===== src/hdl/ufb_pkg.sv =====
// Purpose: Shared constants and types of the serial frame and baud core.
// Assumes: 32-bit AXI4-Lite register access, one word per register.
// Notes: Offsets are byte addresses.
package ufb_pkg;
    localparam logic [7:0] OFF_FEATURE_CONTROL = 8'h00;
    localparam logic [7:0] OFF_TX_RX_ENABLE_CONTROL = 8'h04;
    localparam logic [7:0] OFF_FRAME_FORMAT_CONTROL = 8'h08;
    localparam logic [7:0] OFF_BAUD = 8'h0c;
    localparam logic [7:0] OFF_STATUS = 8'h10;
    localparam logic [7:0] OFF_TXDATA = 8'h14;
    localparam logic [7:0] OFF_RXDATA = 8'h18;
    localparam int FE_LOOP = 0;
    localparam int EN_TX = 0;
    localparam int EN_RX = 1;
    localparam int EN_OPEN_DRAIN_ENABLE = 2;
    localparam int EN_DBL = 3;
    localparam int FR_CHS = 0;
    localparam int FR_PAR = 3;
    localparam int FR_STOP2 = 5;
    localparam int FR_SYNC = 6;
    localparam int FR_EXTCLK = 7;
    localparam int ST_TXC = 0;
    localparam int ST_DRE = 1;
    localparam int ST_RXC = 2;
    localparam logic [1:0] PAR_EVEN = 2'h2;
    localparam logic [1:0] PAR_ODD = 2'h3;
    localparam logic [4:0] SPB_NORM = 5'h10;
    localparam logic [4:0] SPB_DBL = 5'h08;
    localparam logic [4:0] SPB_SYNC = 5'h02;
    localparam logic [16:0] BAUD_STEP = 17'h00040;
    localparam logic [3:0] MIN_BITS = 4'h5;
    localparam logic [3:0] MAX_BITS = 4'h9;
    localparam logic [1:0] BUF_DEPTH = 2'h2;
    localparam logic [1:0] RESP_OK = 2'h0;
    localparam logic [1:0] RESP_SLVERR = 2'h2;
    localparam logic [15:0] BAUD_RST = 16'h0000;
    localparam logic [7:0] FRAME_RST = 8'h03;

    typedef enum logic [4:0] {TX_IDLE = 5'h01, TX_START = 5'h02, TX_DATA = 5'h04,
        TX_PAR = 5'h08, TX_STOP = 5'h10} ufb_tx_t;
    typedef enum logic [4:0] {RX_IDLE = 5'h01, RX_START = 5'h02, RX_DATA = 5'h04,
        RX_PAR = 5'h08, RX_STOP = 5'h10} ufb_rx_t;

    typedef struct packed {
        logic ovf;
        logic perr;
        logic ferr;
        logic [8:0] data;
    } ufb_rxent_t;

    typedef struct packed {
        logic loop;
        logic [3:0] enab;
        logic [7:0] frame;
        logic [15:0] baud;
        logic [16:0] acc;
        logic xckPrev;
        logic xckOut;
        ufb_tx_t txState;
        logic [4:0] txTick;
        logic [3:0] txBit;
        logic [8:0] txShift;
        logic txPar;
        logic txStopN;
        logic [1:0][8:0] txBuf;
        logic [1:0] txCnt;
        logic txc;
        logic txLine;
        ufb_rx_t rxState;
        logic [4:0] rxTick;
        logic [3:0] rxBit;
        logic [8:0] rxShift;
        logic rxPar;
        logic [2:0] filt;
        ufb_rxent_t [1:0] rxBuf;
        logic [1:0] rxCnt;
        logic awHeld;
        logic [7:0] awAddr;
        logic wHeld;
        logic [31:0] wData;
        logic [3:0] wStrb;
        logic bvalid;
        logic [1:0] bresp;
        logic rvalid;
        logic [31:0] rdata;
        logic [1:0] rresp;
    } ufb_state_t;
endpackage : ufb_pkg


===== src/hdl/ufb_usart.sv =====
// Purpose: Serial transceiver with frame formatting and fractional baud generator.
// Assumes: All pin inputs are synchronous to clk; registers over AXI4-Lite.
// Notes: Two-entry buffers on both paths; status bits drive request outputs, except that data-empty also needs TX enabled.
`timescale 1ns/1ps
`default_nettype none

module ufb_usart (
    input wire logic clk,
    input wire logic reset_n,
    input wire logic clkEn,
    input wire logic awvalid,
    output logic awready,
    input wire logic [7:0] awaddr,
    input wire logic wvalid,
    output logic wready,
    input wire logic [31:0] wdata,
    input wire logic [3:0] wstrb,
    output logic bvalid,
    input wire logic bready,
    output logic [1:0] bresp,
    input wire logic arvalid,
    output logic arready,
    input wire logic [7:0] araddr,
    output logic rvalid,
    input wire logic rready,
    output logic [31:0] rdata,
    output logic [1:0] rresp,
    input wire logic rxPin,
    input wire logic txPinIn,
    output logic txOut,
    output logic txOe,
    input wire logic transferClockPinIn,
    output logic transferClockPinOut,
    output logic transferClockPinOe,
    output logic lineDriverDirectionOut,
    output logic pinPullupEnable,
    output logic txCompleteReq,
    output logic dataEmptyReq,
    output logic rxCompleteReq
);
    ufb_pkg::ufb_state_t s;
    ufb_pkg::ufb_state_t next_s;
    ufb_pkg::ufb_rxent_t ent;
    logic sync, ext, active, bTick, tick, rxRaw, rxV, wrGo, rdGo, mid, last, rxPop;
    logic [4:0] spb;
    logic [3:0] nbits;
    logic [15:0] lim;
    logic [16:0] accSum;
    logic [8:0] rxData;

    function automatic logic [4:0] spbOf(input logic sy, input logic dbl);
        if (sy) begin
            return ufb_pkg::SPB_SYNC;
        end
        return dbl ? ufb_pkg::SPB_DBL : ufb_pkg::SPB_NORM;
    endfunction : spbOf

    function automatic logic [8:0] maskOf(input logic [8:0] d, input logic [3:0] nb);
        return d & 9'((10'h001 << nb) - 10'h001);
    endfunction : maskOf

    function automatic logic parOf(input logic [8:0] d, input logic [1:0] mode);
        return (^d) ^ (mode == ufb_pkg::PAR_ODD);
    endfunction : parOf

    assign sync = s.frame[ufb_pkg::FR_SYNC];
    assign ext = s.frame[ufb_pkg::FR_EXTCLK];
    assign active = s.enab[ufb_pkg::EN_TX] || s.enab[ufb_pkg::EN_RX] ||
        s.txState != ufb_pkg::TX_IDLE || s.txCnt != 2'h0;
    assign spb = spbOf(sync, s.enab[ufb_pkg::EN_DBL]);
    assign nbits = (s.frame[2:0] > 3'h4) ? ufb_pkg::MAX_BITS :
        ufb_pkg::MIN_BITS + 4'(s.frame[2:0]);
    // In synchronous mode the fraction is masked, so only the integer part counts.
    assign lim = sync ? {s.baud[15:6], 6'h00} : s.baud;
    assign accSum = s.acc + ufb_pkg::BAUD_STEP;
    // Sample ticks come at 64*f/divisor, so a bit of S ticks runs at 64*f/(S*divisor).
    assign bTick = active && !ext && (accSum >= {1'b0, lim});
    assign tick = ext ? (s.xckPrev != transferClockPinIn) : bTick;
    assign rxRaw = s.loop ? txPinIn : rxPin;
    assign rxV = sync ? rxRaw : ((s.filt[0] & s.filt[1]) | (s.filt[0] & s.filt[2]) |
        (s.filt[1] & s.filt[2]));
    assign mid = s.rxTick == (spb >> 1);
    assign last = s.rxTick == spb - 5'h01;
    assign awready = !s.awHeld && !s.bvalid;
    assign wready = !s.wHeld && !s.bvalid;
    assign arready = !s.rvalid;
    assign wrGo = s.awHeld && s.wHeld && !s.bvalid;
    assign rdGo = arvalid && arready;
    assign rxPop = rdGo && araddr == ufb_pkg::OFF_RXDATA && s.rxCnt != 2'h0;
    assign rxData = 9'(s.rxShift >> (4'h9 - nbits));
    always_comb begin
        ent = '0;
        ent.data = rxData;
        ent.ferr = !rxV;
        ent.perr = s.frame[4] && (s.rxPar != parOf(rxData, s.frame[4:3]));
    end

    always_comb begin
        next_s = s;
        next_s.xckPrev = transferClockPinIn;
        if (!active) begin
            next_s.acc = '0;
        end else if (bTick) begin
            next_s.acc = accSum - {1'b0, lim};
        end else if (!ext) begin
            next_s.acc = accSum;
        end
        if (bTick && sync) begin
            next_s.xckOut = !s.xckOut;
        end
        if (awvalid && awready) begin
            next_s.awHeld = 1'b1;
            next_s.awAddr = awaddr;
        end
        if (wvalid && wready) begin
            next_s.wHeld = 1'b1;
            next_s.wData = wdata;
            next_s.wStrb = wstrb;
        end
        if (s.bvalid && bready) begin
            next_s.bvalid = 1'b0;
        end
        if (s.rvalid && rready) begin
            next_s.rvalid = 1'b0;
        end
        if (wrGo) begin
            next_s.awHeld = 1'b0;
            next_s.wHeld = 1'b0;
            next_s.bvalid = 1'b1;
            next_s.bresp = ufb_pkg::RESP_OK;
            unique case (s.awAddr)
                ufb_pkg::OFF_FEATURE_CONTROL: begin
                    if (s.wStrb[0]) begin
                        next_s.loop = s.wData[ufb_pkg::FE_LOOP];
                    end
                end
                ufb_pkg::OFF_TX_RX_ENABLE_CONTROL: begin
                    if (s.wStrb[0]) begin
                        next_s.enab = s.wData[3:0];
                    end
                end
                ufb_pkg::OFF_FRAME_FORMAT_CONTROL: begin
                    if (s.wStrb[0]) begin
                        next_s.frame = s.wData[7:0];
                    end
                end
                ufb_pkg::OFF_BAUD: begin
                    // Restarting the accumulator keeps it below any new divisor.
                    next_s.acc = '0;
                    if (s.wStrb[0]) begin
                        next_s.baud[7:0] = s.wData[7:0];
                    end
                    if (s.wStrb[1]) begin
                        next_s.baud[15:8] = s.wData[15:8];
                    end
                end
                ufb_pkg::OFF_STATUS: begin
                    if (s.wStrb[0] && s.wData[ufb_pkg::ST_TXC]) begin
                        next_s.txc = 1'b0;
                    end
                end
                ufb_pkg::OFF_TXDATA: begin
                end
                default: next_s.bresp = ufb_pkg::RESP_SLVERR;
            endcase
        end
        // Transmitter: a bit lasts S ticks; the buffer drains even after disable.
        unique case (s.txState)
            ufb_pkg::TX_IDLE: begin
            end
            default: begin
                if (tick) begin
                    next_s.txTick = s.txTick + 5'h01;
                    if (s.txTick == spb - 5'h01) begin
                        next_s.txTick = '0;
                        unique case (s.txState)
                            ufb_pkg::TX_START: begin
                                next_s.txState = ufb_pkg::TX_DATA;
                                next_s.txBit = '0;
                            end
                            ufb_pkg::TX_DATA: begin
                                next_s.txShift = {1'b0, s.txShift[8:1]};
                                next_s.txBit = s.txBit + 4'h1;
                                if (s.txBit == nbits - 4'h1) begin
                                    next_s.txState = s.frame[4] ? ufb_pkg::TX_PAR :
                                        ufb_pkg::TX_STOP;
                                    next_s.txStopN = 1'b0;
                                end
                            end
                            ufb_pkg::TX_PAR: begin
                                next_s.txState = ufb_pkg::TX_STOP;
                                next_s.txStopN = 1'b0;
                            end
                            default: begin
                                if (s.frame[ufb_pkg::FR_STOP2] && !s.txStopN) begin
                                    next_s.txStopN = 1'b1;
                                end else begin
                                    next_s.txState = ufb_pkg::TX_IDLE;
                                    if (s.txCnt == 2'h0) begin
                                        next_s.txc = 1'b1;
                                    end
                                end
                            end
                        endcase
                    end
                end
            end
        endcase
        if (next_s.txState == ufb_pkg::TX_IDLE && s.txCnt != 2'h0) begin
            next_s.txState = ufb_pkg::TX_START;
            next_s.txTick = '0;
            next_s.txShift = maskOf(s.txBuf[0], nbits);
            next_s.txPar = parOf(maskOf(s.txBuf[0], nbits), s.frame[4:3]);
            next_s.txBuf[0] = s.txBuf[1];
            next_s.txCnt = s.txCnt - 2'h1;
        end
        if (wrGo && s.awAddr == ufb_pkg::OFF_TXDATA && s.enab[ufb_pkg::EN_TX] &&
                s.txCnt != ufb_pkg::BUF_DEPTH) begin
            next_s.txBuf[next_s.txCnt[0]] = s.wData[8:0];
            next_s.txCnt = next_s.txCnt + 2'h1;
        end
        unique case (next_s.txState)
            ufb_pkg::TX_START: next_s.txLine = 1'b0;
            ufb_pkg::TX_DATA: next_s.txLine = next_s.txShift[0];
            ufb_pkg::TX_PAR: next_s.txLine = next_s.txPar;
            default: next_s.txLine = 1'b1;
        endcase
        // Receiver: majority of three ticks outside synchronous mode, mid-bit sampling, start re-checked.
        if (tick) begin
            next_s.filt = {s.filt[1:0], rxRaw};
        end
        if (rxPop) begin
            next_s.rxBuf[0] = s.rxBuf[1];
            next_s.rxBuf[1] = '0;
            next_s.rxCnt = s.rxCnt - 2'h1;
        end
        if (tick) begin
            next_s.rxTick = s.rxTick + 5'h01;
            unique case (s.rxState)
                ufb_pkg::RX_IDLE: begin
                    next_s.rxTick = 5'h01;
                    if (!rxV) begin
                        next_s.rxState = ufb_pkg::RX_START;
                    end
                end
                ufb_pkg::RX_START: begin
                    if (mid && rxV) begin
                        next_s.rxState = ufb_pkg::RX_IDLE;
                    end else if (last) begin
                        next_s.rxState = ufb_pkg::RX_DATA;
                        next_s.rxTick = '0;
                        next_s.rxBit = '0;
                    end
                end
                ufb_pkg::RX_DATA: begin
                    if (mid) begin
                        next_s.rxShift = {rxV, s.rxShift[8:1]};
                    end
                    if (last) begin
                        next_s.rxTick = '0;
                        next_s.rxBit = s.rxBit + 4'h1;
                        if (s.rxBit == nbits - 4'h1) begin
                            next_s.rxState = s.frame[4] ? ufb_pkg::RX_PAR :
                                ufb_pkg::RX_STOP;
                        end
                    end
                end
                ufb_pkg::RX_PAR: begin
                    if (mid) begin
                        next_s.rxPar = rxV;
                    end
                    if (last) begin
                        next_s.rxTick = '0;
                        next_s.rxState = ufb_pkg::RX_STOP;
                    end
                end
                default: begin
                    if (mid) begin
                        next_s.rxState = ufb_pkg::RX_IDLE;
                        if (next_s.rxCnt == ufb_pkg::BUF_DEPTH) begin
                            next_s.rxBuf[1] = ent;
                            next_s.rxBuf[1].ovf = 1'b1;
                        end else begin
                            next_s.rxBuf[next_s.rxCnt[0]] = ent;
                            next_s.rxCnt = next_s.rxCnt + 2'h1;
                        end
                    end
                end
            endcase
        end
        if (!s.enab[ufb_pkg::EN_RX]) begin
            next_s.rxState = ufb_pkg::RX_IDLE;
            next_s.rxCnt = '0;
            next_s.rxBuf = '0;
        end
        if (rdGo) begin
            next_s.rvalid = 1'b1;
            next_s.rresp = ufb_pkg::RESP_OK;
            next_s.rdata = '0;
            unique case (araddr)
                ufb_pkg::OFF_FEATURE_CONTROL: next_s.rdata[0] = s.loop;
                ufb_pkg::OFF_TX_RX_ENABLE_CONTROL: next_s.rdata[3:0] = s.enab;
                ufb_pkg::OFF_FRAME_FORMAT_CONTROL: next_s.rdata[7:0] = s.frame;
                ufb_pkg::OFF_BAUD: next_s.rdata[15:0] = s.baud;
                ufb_pkg::OFF_STATUS: begin
                    next_s.rdata[ufb_pkg::ST_TXC] = s.txc;
                    next_s.rdata[ufb_pkg::ST_DRE] = s.txCnt != ufb_pkg::BUF_DEPTH;
                    next_s.rdata[ufb_pkg::ST_RXC] = s.rxCnt != 2'h0;
                end
                ufb_pkg::OFF_RXDATA: next_s.rdata[11:0] = s.rxBuf[0];
                default: next_s.rresp = ufb_pkg::RESP_SLVERR;
            endcase
        end
    end

    always_ff @(posedge clk or negedge reset_n) begin
        if (!reset_n) begin
            s <= '0;
            s.baud <= ufb_pkg::BAUD_RST;
            s.frame <= ufb_pkg::FRAME_RST;
            s.txState <= ufb_pkg::TX_IDLE;
            s.rxState <= ufb_pkg::RX_IDLE;
            s.txLine <= 1'b1;
            s.filt <= 3'h7;
        end else if (clkEn) begin
            s <= next_s;
        end
    end

    assign bvalid = s.bvalid;
    assign bresp = s.bresp;
    assign rvalid = s.rvalid;
    assign rdata = s.rdata;
    assign rresp = s.rresp;
    // Open drain only ever pulls low, which also claims the pin as an output.
    assign txOut = s.enab[ufb_pkg::EN_OPEN_DRAIN_ENABLE] ? 1'b0 : s.txLine;
    assign txOe = s.enab[ufb_pkg::EN_OPEN_DRAIN_ENABLE] ? !s.txLine :
        (s.enab[ufb_pkg::EN_TX] || s.txState != ufb_pkg::TX_IDLE);
    assign transferClockPinOut = s.xckOut;
    assign transferClockPinOe = sync && !ext;
    assign lineDriverDirectionOut = s.txState != ufb_pkg::TX_IDLE;
    assign pinPullupEnable = s.enab[ufb_pkg::EN_OPEN_DRAIN_ENABLE];
    assign txCompleteReq = s.txc;
    assign dataEmptyReq = s.enab[ufb_pkg::EN_TX] && s.txCnt != ufb_pkg::BUF_DEPTH;
    assign rxCompleteReq = s.rxCnt != 2'h0;
endmodule : ufb_usart

`default_nettype wire


===== config.mk =====
export PLATFORM = sky130hd
export DESIGN_NAME = ufb_usart
export DESIGN_NICKNAME = d
export VERILOG_FILES = /design/src/hdl/ufb_pkg.sv /design/src/hdl/ufb_usart.sv
export SDC_FILE = /design/constraint.sdc
export NUM_CORES = 1
export LEC_CHECK = 0
export ABC_AREA = 0
export BUFFER_PORTS_ARGS = -buffer_cell sky130_fd_sc_hd__buf_2
export CORE_MARGIN = 2
export CORE_UTILIZATION = 45
export DETAILED_ROUTE_END_ITERATION = 8
export GPL_ROUTABILITY_DRIVEN = 1
export GPL_TIMING_DRIVEN = 0
export HOLD_SLACK_MARGIN = 0.05
export SYNTH_ARGS = -nofsm -noshare
export SYNTH_HDL_FRONTEND = slang
export SYNTH_SLANG_ARGS = --single-unit

===== constraint.sdc =====
create_clock -name clk -period 8.75 [get_ports clk]
set_input_delay 1.75 -clock clk [delete_from_list [all_inputs] [get_ports clk]]
set_output_delay 1.75 -clock clk [all_outputs]
set_load 0.02 [all_outputs]

# After elaboration in Yosys (flattened, before gate mapping)

Cells that the tools add are included.

$add $sub $neg: 15
Magnitude comparators: 6
Equal/unequal tests: 45
Shift operators: 2
Mux-type cells: 88
Bitwise logic cells: 10
Reduce and logical (&&, ||, !) cells: 84

Operators by type and width:

| kind                 | number |
|---|---|
| $mux W26             | 5 |
| $mux W17             | 5 |
| $mux W23             | 3 |
| $mux W5              | 11 |
| $mux W9              | 6 |
| $mux W14             | 3 |
| $pmux W5 S4          | 2 |
| $mux W37             | 1 |
| $mux W35             | 1 |
| $eq A8 B4 Y1 const B | 4 |
| $eq A8 B5 Y1 const B | 4 |
| $mux W10             | 3 |
| $reduce_and A4 Y1    | 7 |
| $logic_and A1 B1 Y1  | 26 |
| $bwmux W24           | 1 |
| $mux W12             | 2 |
| $mux W24             | 1 |
| $pmux W4 S2          | 3 |
| $mux W1              | 23 |
| $mux W11             | 2 |
| $reduce_and A2 Y1    | 11 |
| $reduce_bool A2 Y1   | 11 |
| $bwmux W18           | 1 |
| $reduce_xor A9 Y1    | 2 |
| other kinds (63)     | 112 |

Register bits: 216
Bits of input ports: 63
Output and inout bits: 50
Word-level logic and storage cells: 295

# Depth between registers and ports, before layout

Depth after elaboration: 18
Gate-level depth with buffers: 21

# Worst setup path after synthesis

Ideal clock, no wire load.

Kind: reg2reg
From: register s[219] (netlist bit)
To: register s[150] (netlist bit)
Arrival: 4.397 ns
Required time: 8.622 ns
Slack: 4.226 ns
Stages on the path, launching flop included: 19
Buffers on the path: 3
Cells stage by stage: dfstp_2 > buf_2 > inv_1 > ha_1 > and2_1 > clkbuf_1 > inv_1 > clkbuf_1 > ha_1 > mux2_2 > o22ai_1 > o21a_1 > o211ai_1 > o311ai_0 > nand4b_1 > a2111oi_4 > xnor2_1 > nor2_4 > mux2_1

Cells in the longest elaborated chain, start to end: 17
Elaborated cells between the ends (all ways): 19
Those cells by class: 2 x add/sub; 3 x order compare; 2 x eq/ne; 10 x mux; 2 x reduce/logical

Ends and longest elaborated chain:

| item                                                               | RTL line                         | RTL |
|---|---|---|
| start, declared                                                    | ufb_usart.sv:41                  | `ufb_pkg::ufb_state_t s;` |
| start signal, assigned                                             | ufb_usart.sv:326                 | `s <= next_s;` |
| $add A3 B3 Y4 or $gt A3 B3 Y1 (tied branches)                      | ufb_usart.sv:72, ufb_usart.sv:71 |  |
| $mux W4 (*)                                                        | ufb_usart.sv:71                  | `assign nbits = (s.frame[2:0] > 3'h4) ? ufb_pkg::MAX_BITS :` |
| $sub A4 B1 Y4 (*)                                                  | ufb_usart.sv:184                 | `if (s.txBit == nbits - 4'h1) begin` |
| $eq A4 B4 Y1 (*)                                                   | ufb_usart.sv:184                 |  |
| $mux W5 (*)                                                        | ufb_usart.sv:184                 |  |
| $pmux W5 S3 (*)                                                    | ufb_usart.sv:176                 | `unique case (s.txState)` |
| $mux W23 (*)                                                       | ufb_usart.sv:174                 | `if (s.txTick == spb - 5'h01) begin` |
| $mux W23 (*)                                                       | ufb_usart.sv:172                 | `if (tick) begin` |
| $mux W23 (*)                                                       | ufb_usart.sv:168                 | `unique case (s.txState)` |
| $eq A5 B1 Y1 (*)                                                   | ufb_usart.sv:209                 | `if (next_s.txState == ufb_pkg::TX_IDLE && s.txCnt != 2'h0) begin` |
| $logic_and A1 B1 Y1 (*)                                            | ufb_usart.sv:209                 |  |
| $mux W11 (*)                                                       | ufb_usart.sv:209                 |  |
| $lt A1 B2 Y1 (not written as such) or $ge A1 B1 Y1 (tied branches) | ufb_usart.sv:219                 | `next_s.txBuf[next_s.txCnt[0]] = s.wData[8:0];` |
| $logic_and A1 B1 Y1 (not written as such)                          | ufb_usart.sv:219                 |  |
| $mux W9 (not written as such)                                      | ufb_usart.sv:219                 |  |
| $demux W9 S1 (*)                                                   | ufb_usart.sv:219                 |  |
| $bwmux W18 (*)                                                     | ufb_usart.sv:219                 |  |

Every way passes the cells marked *; elsewhere a longest branch is shown, timed or not. The select of a mux whose other input is x is not followed.
A chain may end at the register's enable or synchronous reset.

# Worst setup path after layout

From: register s[219] (netlist bit)
To: register s[143] (netlist bit)

Cells in the longest elaborated chain, start to end: 18
Elaborated cells between the ends (all ways): 20
Those cells by class: 2 x add/sub; 3 x order compare; 2 x eq/ne; 11 x mux; 2 x reduce/logical

Ends and longest elaborated chain:

| item                                                               | RTL line                         | RTL |
|---|---|---|
| $add A3 B3 Y4 or $gt A3 B3 Y1 (tied branches)                      | ufb_usart.sv:72, ufb_usart.sv:71 |  |
| $mux W4 (*)                                                        | ufb_usart.sv:71                  |  |
| $sub A4 B1 Y4 (*)                                                  | ufb_usart.sv:184                 |  |
| $eq A4 B4 Y1 (*)                                                   | ufb_usart.sv:184                 |  |
| $mux W5 (*)                                                        | ufb_usart.sv:184                 |  |
| $pmux W5 S3 (*)                                                    | ufb_usart.sv:176                 |  |
| $mux W23 (*)                                                       | ufb_usart.sv:174                 |  |
| $mux W23 (*)                                                       | ufb_usart.sv:172                 |  |
| [... 2 more ...]                                                   | n/a                              |  |
| $logic_and A1 B1 Y1 (*)                                            | ufb_usart.sv:209                 |  |
| $mux W11 (*)                                                       | ufb_usart.sv:209                 |  |
| $lt A1 B2 Y1 (not written as such) or $ge A1 B1 Y1 (tied branches) | ufb_usart.sv:219                 |  |
| $logic_and A1 B1 Y1 (not written as such)                          | ufb_usart.sv:219                 |  |
| $mux W9 (not written as such)                                      | ufb_usart.sv:219                 |  |
| $demux W9 S1                                                       | ufb_usart.sv:219                 |  |
| $bwmux W18                                                         | ufb_usart.sv:219                 |  |
| $mux W11 (*)                                                       | ufb_usart.sv:217                 | `if (wrGo && s.awAddr == ufb_pkg::OFF_TXDATA && s.enab[ufb_pkg::EN_TX] &&` |

Marks and branches as above.

==> results by stage <==
Status:
- The flow ran to the end, and the final reports show no timing, DRC or antenna violations.

Timing:
- Dividing the final minimum period by the clock period gives 0.649.
- The upper clock frequency limit is 0.176 GHz.
- The final hold violation count is 0.
- For the final database, setup skew stands at 0.0230 ns.
- Setup repair after global routing left no endpoint under its margin.
- The final setup TNS is 0 ns.
- The minimum period implied by the final worst setup slack is 5.68 ns.
- The number of slew-limit violations in the final report is 0.
- For the pin with the worst max-slew slack, the measured transition is 1.14 ns.
- The normalized max-slew margin is 0.236.
- Setup violations remaining at the end of the flow were counted as 0.

Critical path:
- The largest single stage delay on the critical path is 0.56 ns.
- The capturing instance or port of the critical path is s[143]$_DFFE_PN0P_.
- The top fanout value on the critical path is 11.
- Measured in cells, the most critical reg-to-reg path has a length of 21.
- The worst setup path is captured at a register.
- At the worst endpoint, the arrival time is 6.01 ns.
- The worst setup path is of the reg -> reg kind.
- The critical path starts at s[219]$_DFFE_PN1P_.
- The launching point of the worst reg2reg path is s[219]$_DFFE_PN1P_.
- STA classifies the critical path startpoint as a register.
- For the worst setup path, the data required time is 9.08 ns.
- Across all register-to-register paths, the minimum setup slack is 3.07 ns.
- Traced cell by cell, the critical path runs through buf_2 > inv_1 > ha_1 > nand2b_1 > and2_1 > clkbuf_1 > inv_1 > clkbuf_1 > ha_1 > nand2_1 > a21oi_1 > o21a_1 > o211ai_1 > o311ai_0 > nand4b_1 > a2111oi_4 > buf_2 > buf_4 > nand4b_1 > o211ai_1 > a21oi_1.
- In this run the critical register-to-register path is captured at s[143]$_DFFE_PN0P_.
- The largest individual stage delay along the critical path comes from the cell dfstp_2.

Global route:
- The via count of the first global-routing pass is 9373.
- The global-route wire length before repair is 53000 µm.
- The overall overflow remaining after global route is 0.
- In the global route stage, overall resource usage came out at 0.243.
- Entering global routing, the biggest net connects 107 pins.
- The number of antenna violations at the first check in global routing is 1.

Yosys:
- For this run, the register share of the synthesized area comes to 0.415.
- The fraction of registers with async set or reset after synthesis is 1.00.
- The count of warnings emitted by yosys is 0.
- After synthesis, the largest family of logic cells by area is compound AO/OA/AOI/OAI gates.
- The post-synthesis simple-gate area fraction is 0.176.
- The number of flops mapped to enable cells by yosys is 0.
- The area fraction of the dominant cell type after synthesis is 0.397.
- The synthesized netlist contains 72 unique library cells.
- The XOR/XNOR share of the synthesized area is 0.0452.
- The cell type with the highest aggregate area in the netlist is dfrtp_1.
- The portion of synthesized area spent on multiplexers is 0.0871.
- By count the netlist is led by dfrtp_1 (188), nand2_1 (169), o21ai_0 (132).
- By area the synthesized netlist is led by dfrtp_1 (40%), o21ai_0 (5.6%), mux2_2 (5.5%), nand2_1 (5.4%), ha_1 (3.3%).
- The cell area that synthesis handed to floorplanning was 11800 µm².
- The area fraction in compound gates after synthesis is 0.178.
- The leading register cell type out of synthesis is dfrtp_1.
- Of the total synthesized cell area, the portion taken by full adders, half adders and majority gates is 0.0353.
- The post-synthesis instance total is 1313.
- Among all cell types in the netlist, the one instantiated most often is dfrtp_1.
- The post-synthesis register bit count is 196.
- The synthesized area divided by synthesized cell count is 9.02 µm².

Drt:
- The pre-antenna-repair detailed-routing pass consisted of 5 iterations.
- For this block, the routed nets add up to 33200 µm of wire.
- The number of vias in the routed layout is 9950.
- The post-route DRC violation count is 0.
- The via count normalized by instance count is 5.61.
- After the first detailed-routing iteration, the DRC count stood at 804.
- In this run the remaining antenna-violating nets after routing total 0.
- After detailed routing, the average wire length per cell comes to 18.7 µm.

Flow run:
- The number of max-cap violations is 0.

Min path:
- The path class of the tightest hold or removal check is reg -> reg.

Placed design:
- The final estimated routing congestion in global placement is 0.890.
- Once placement finished, the instance area stood at 12700 µm².
- The wire-length estimate of the detail-placed layout is 24600 µm.
- Counting tap cells, the placed design contains a total of 1740 instances.
- The number of buffers inserted by port buffering is 74.

Finish:
- The filler-free cell count of the finished design is 1773.
- The post-route cell area is 13400 µm².
- The post-layout net count is 1519.
- The area overhead of the layout relative to synthesis is 13.3%.
- The fraction of layout instances using a drive strength above 1 is 0.159.

Die:
- Pin placement for this block handled 113 I/O pins.
- The number of rows in the core area is 59.
- The area of the placeable core is 25900 µm².
- Measured along the x axis, the die boundary spans 166 µm.
- The initial utilization of the core area, before any placement, comes to 0.457.
- The area enclosed by the die boundary is 27600 µm².
- From bottom edge to top edge, the die measures 166 µm.

CTS:
- In this run the number of H-tree levels came out at 4.
- The tree is rooted in a clkbuf_16.
- The tree built by TritonCTS fans out to 196 sinks.
- The post-cts resize count is 0.
- After clock tree synthesis, the setup repair step added 0 buffers.
- For this design, the CTS-stage hold fixing added 0 buffers.
- The clock passes through at most 2 buffers.
- The CTS tree is done.
- Clock-pin slew was measured on the worst setup and hold paths at 0.09 ns.
- The clock latency on the worst-skew pair is 0.46 ns.
- The number of buffers created by CTS is 17.

Power and ir drop:
- The power density relative to cell area is 269 nW/µm².
- The total power is 0.00360 W.
- The static leakage is 6.03 nW.
- The maximum VDD drop is 0.113 mV.
critical path, delay by kind of cell, from the launching register on:
kind	cells	cell delay (ns)
DFF	1	0.56
and+or+nand+nor	5	0.90
buffers and inverters	7	1.78
AOI/OAI and AO/OA	7	1.71
adders and majority gates	2	0.58
through the flow:
| step | worst slack, ns | utilization | hold slack [ns] |
|---|---|---|---|
| final | 3.07 | 0.518 | 0.475 |
| after global routing | 2.78 | 0.518 | 0.495 |
| after CTS | 3.13 | 0.518 | 0.476 |
| after detailed placement | 3.15 | 0.491 | 0.461 |
| after global placement | 2.48 | 0.490 | 0.457 |
| after floorplan | 4.23 | - | 0.443 |
worst min path at each step:
stage	end	cells after the start	from	slack, ns
after floorplan	s[106]$_DFFE_PN0P_	2	s[106]$_DFFE_PN0P_	0.44
after global placement	transferClockPinOut$_DFFE_PN0P_	1	transferClockPinOut$_DFFE_PN0P_	0.46
after detailed placement	transferClockPinOut$_DFFE_PN0P_	1	transferClockPinOut$_DFFE_PN0P_	0.46
after CTS	transferClockPinOut$_DFFE_PN0P_	1	transferClockPinOut$_DFFE_PN0P_	0.48
after global routing	s[154]$_DFFE_PN0P_	1	s[154]$_DFFE_PN0P_	0.50
final	transferClockPinOut$_DFFE_PN0P_	1	transferClockPinOut$_DFFE_PN0P_	0.48
layout by cell type, fill, tap and decap left out, types with 7 or more instances in the layout:
cell / n
a21o_1: 13
a21oi_1: 77
a22o_1: 7
a22oi_1: 16
a31oi_1: 9
and2_1: 13
and3_1: 12
buf_2: 80
buf_4: 37
clkbuf_1: 57
clkbuf_16: 17
conb_1: 18
dfrtp_1: 188
dfstp_2: 8
ha_1: 31
inv_1: 53
mux2_1: 10
mux2_2: 58
mux2i_1: 22
nand2_1: 169
nand2b_1: 14
nand3_1: 37
nand4_1: 9
nand4b_1: 10
nor2_1: 82
nor2b_1: 14
nor3_1: 24
nor4_1: 11
o211ai_1: 16
o21ai_0: 132
o22ai_1: 8
o2bb2ai_1: 16
or3_1: 14
xnor2_1: 37
xor2_1: 19
cell type report:
class,instances,area [µm²]
timing repair buffer,75,408
clock buffer,17,425
antenna,1,2.50
tap,335,419
buffer,105,542
sequential,196,4910
inverter,54,203
fill,2468,12500
multi-input combinational,975,6250
clock inverter,15,254
layer usage:
| layer | vias to the layer above | share of wire | GRT usage |
|---|---|---|---|
| met1 | 4787 | 0.48 | 0.359 |
| met3 | 48 | 0.052 | 0.0350 |
| li1 | 4833 | - | - |
| met2 | 282 | 0.44 | 0.373 |
| met4 | 0 | 0.022 | 0.0665 |
| met5 | - | 0 | 0 |
kinds of logic (layout without fill, tap and decap cells):
| group | after synthesis | count (layout) |
|---|---|---|
| xor gates and xnor gates | 58 | 58 |
| adders and majority gates | 33 | 33 |
| other | 1 | 19 |
| DFF | 196 | 196 |
| muxes | 92 | 92 |
| and+or+nand+nor | 433 | 433 |
| buffers and inverters | 159 | 266 |
| AOI/OAI and AO/OA | 341 | 341 |
where the power goes:
group / switching (W) / internal, W / leakage (nW)
clock network: 0.000473 / 0.000420 / 0.326
registers: 0.000177 / 0.00111 / 2.55
logic: 0.000851 / 0.000574 / 3.15
total: 0.00150 / 0.00210 / 6.03
state kept, by name (all words and copies together), names as in the netlist:
register             cells
s                      172
rdata                   16
bresp                    1
bvalid                   1
ext                      1
pinPullupEnable          1
rresp                    1
rvalid                   1
transferClockPinOut      1
txCompleteReq            1
Note: power is estimated with default switching activity, not from simulation.
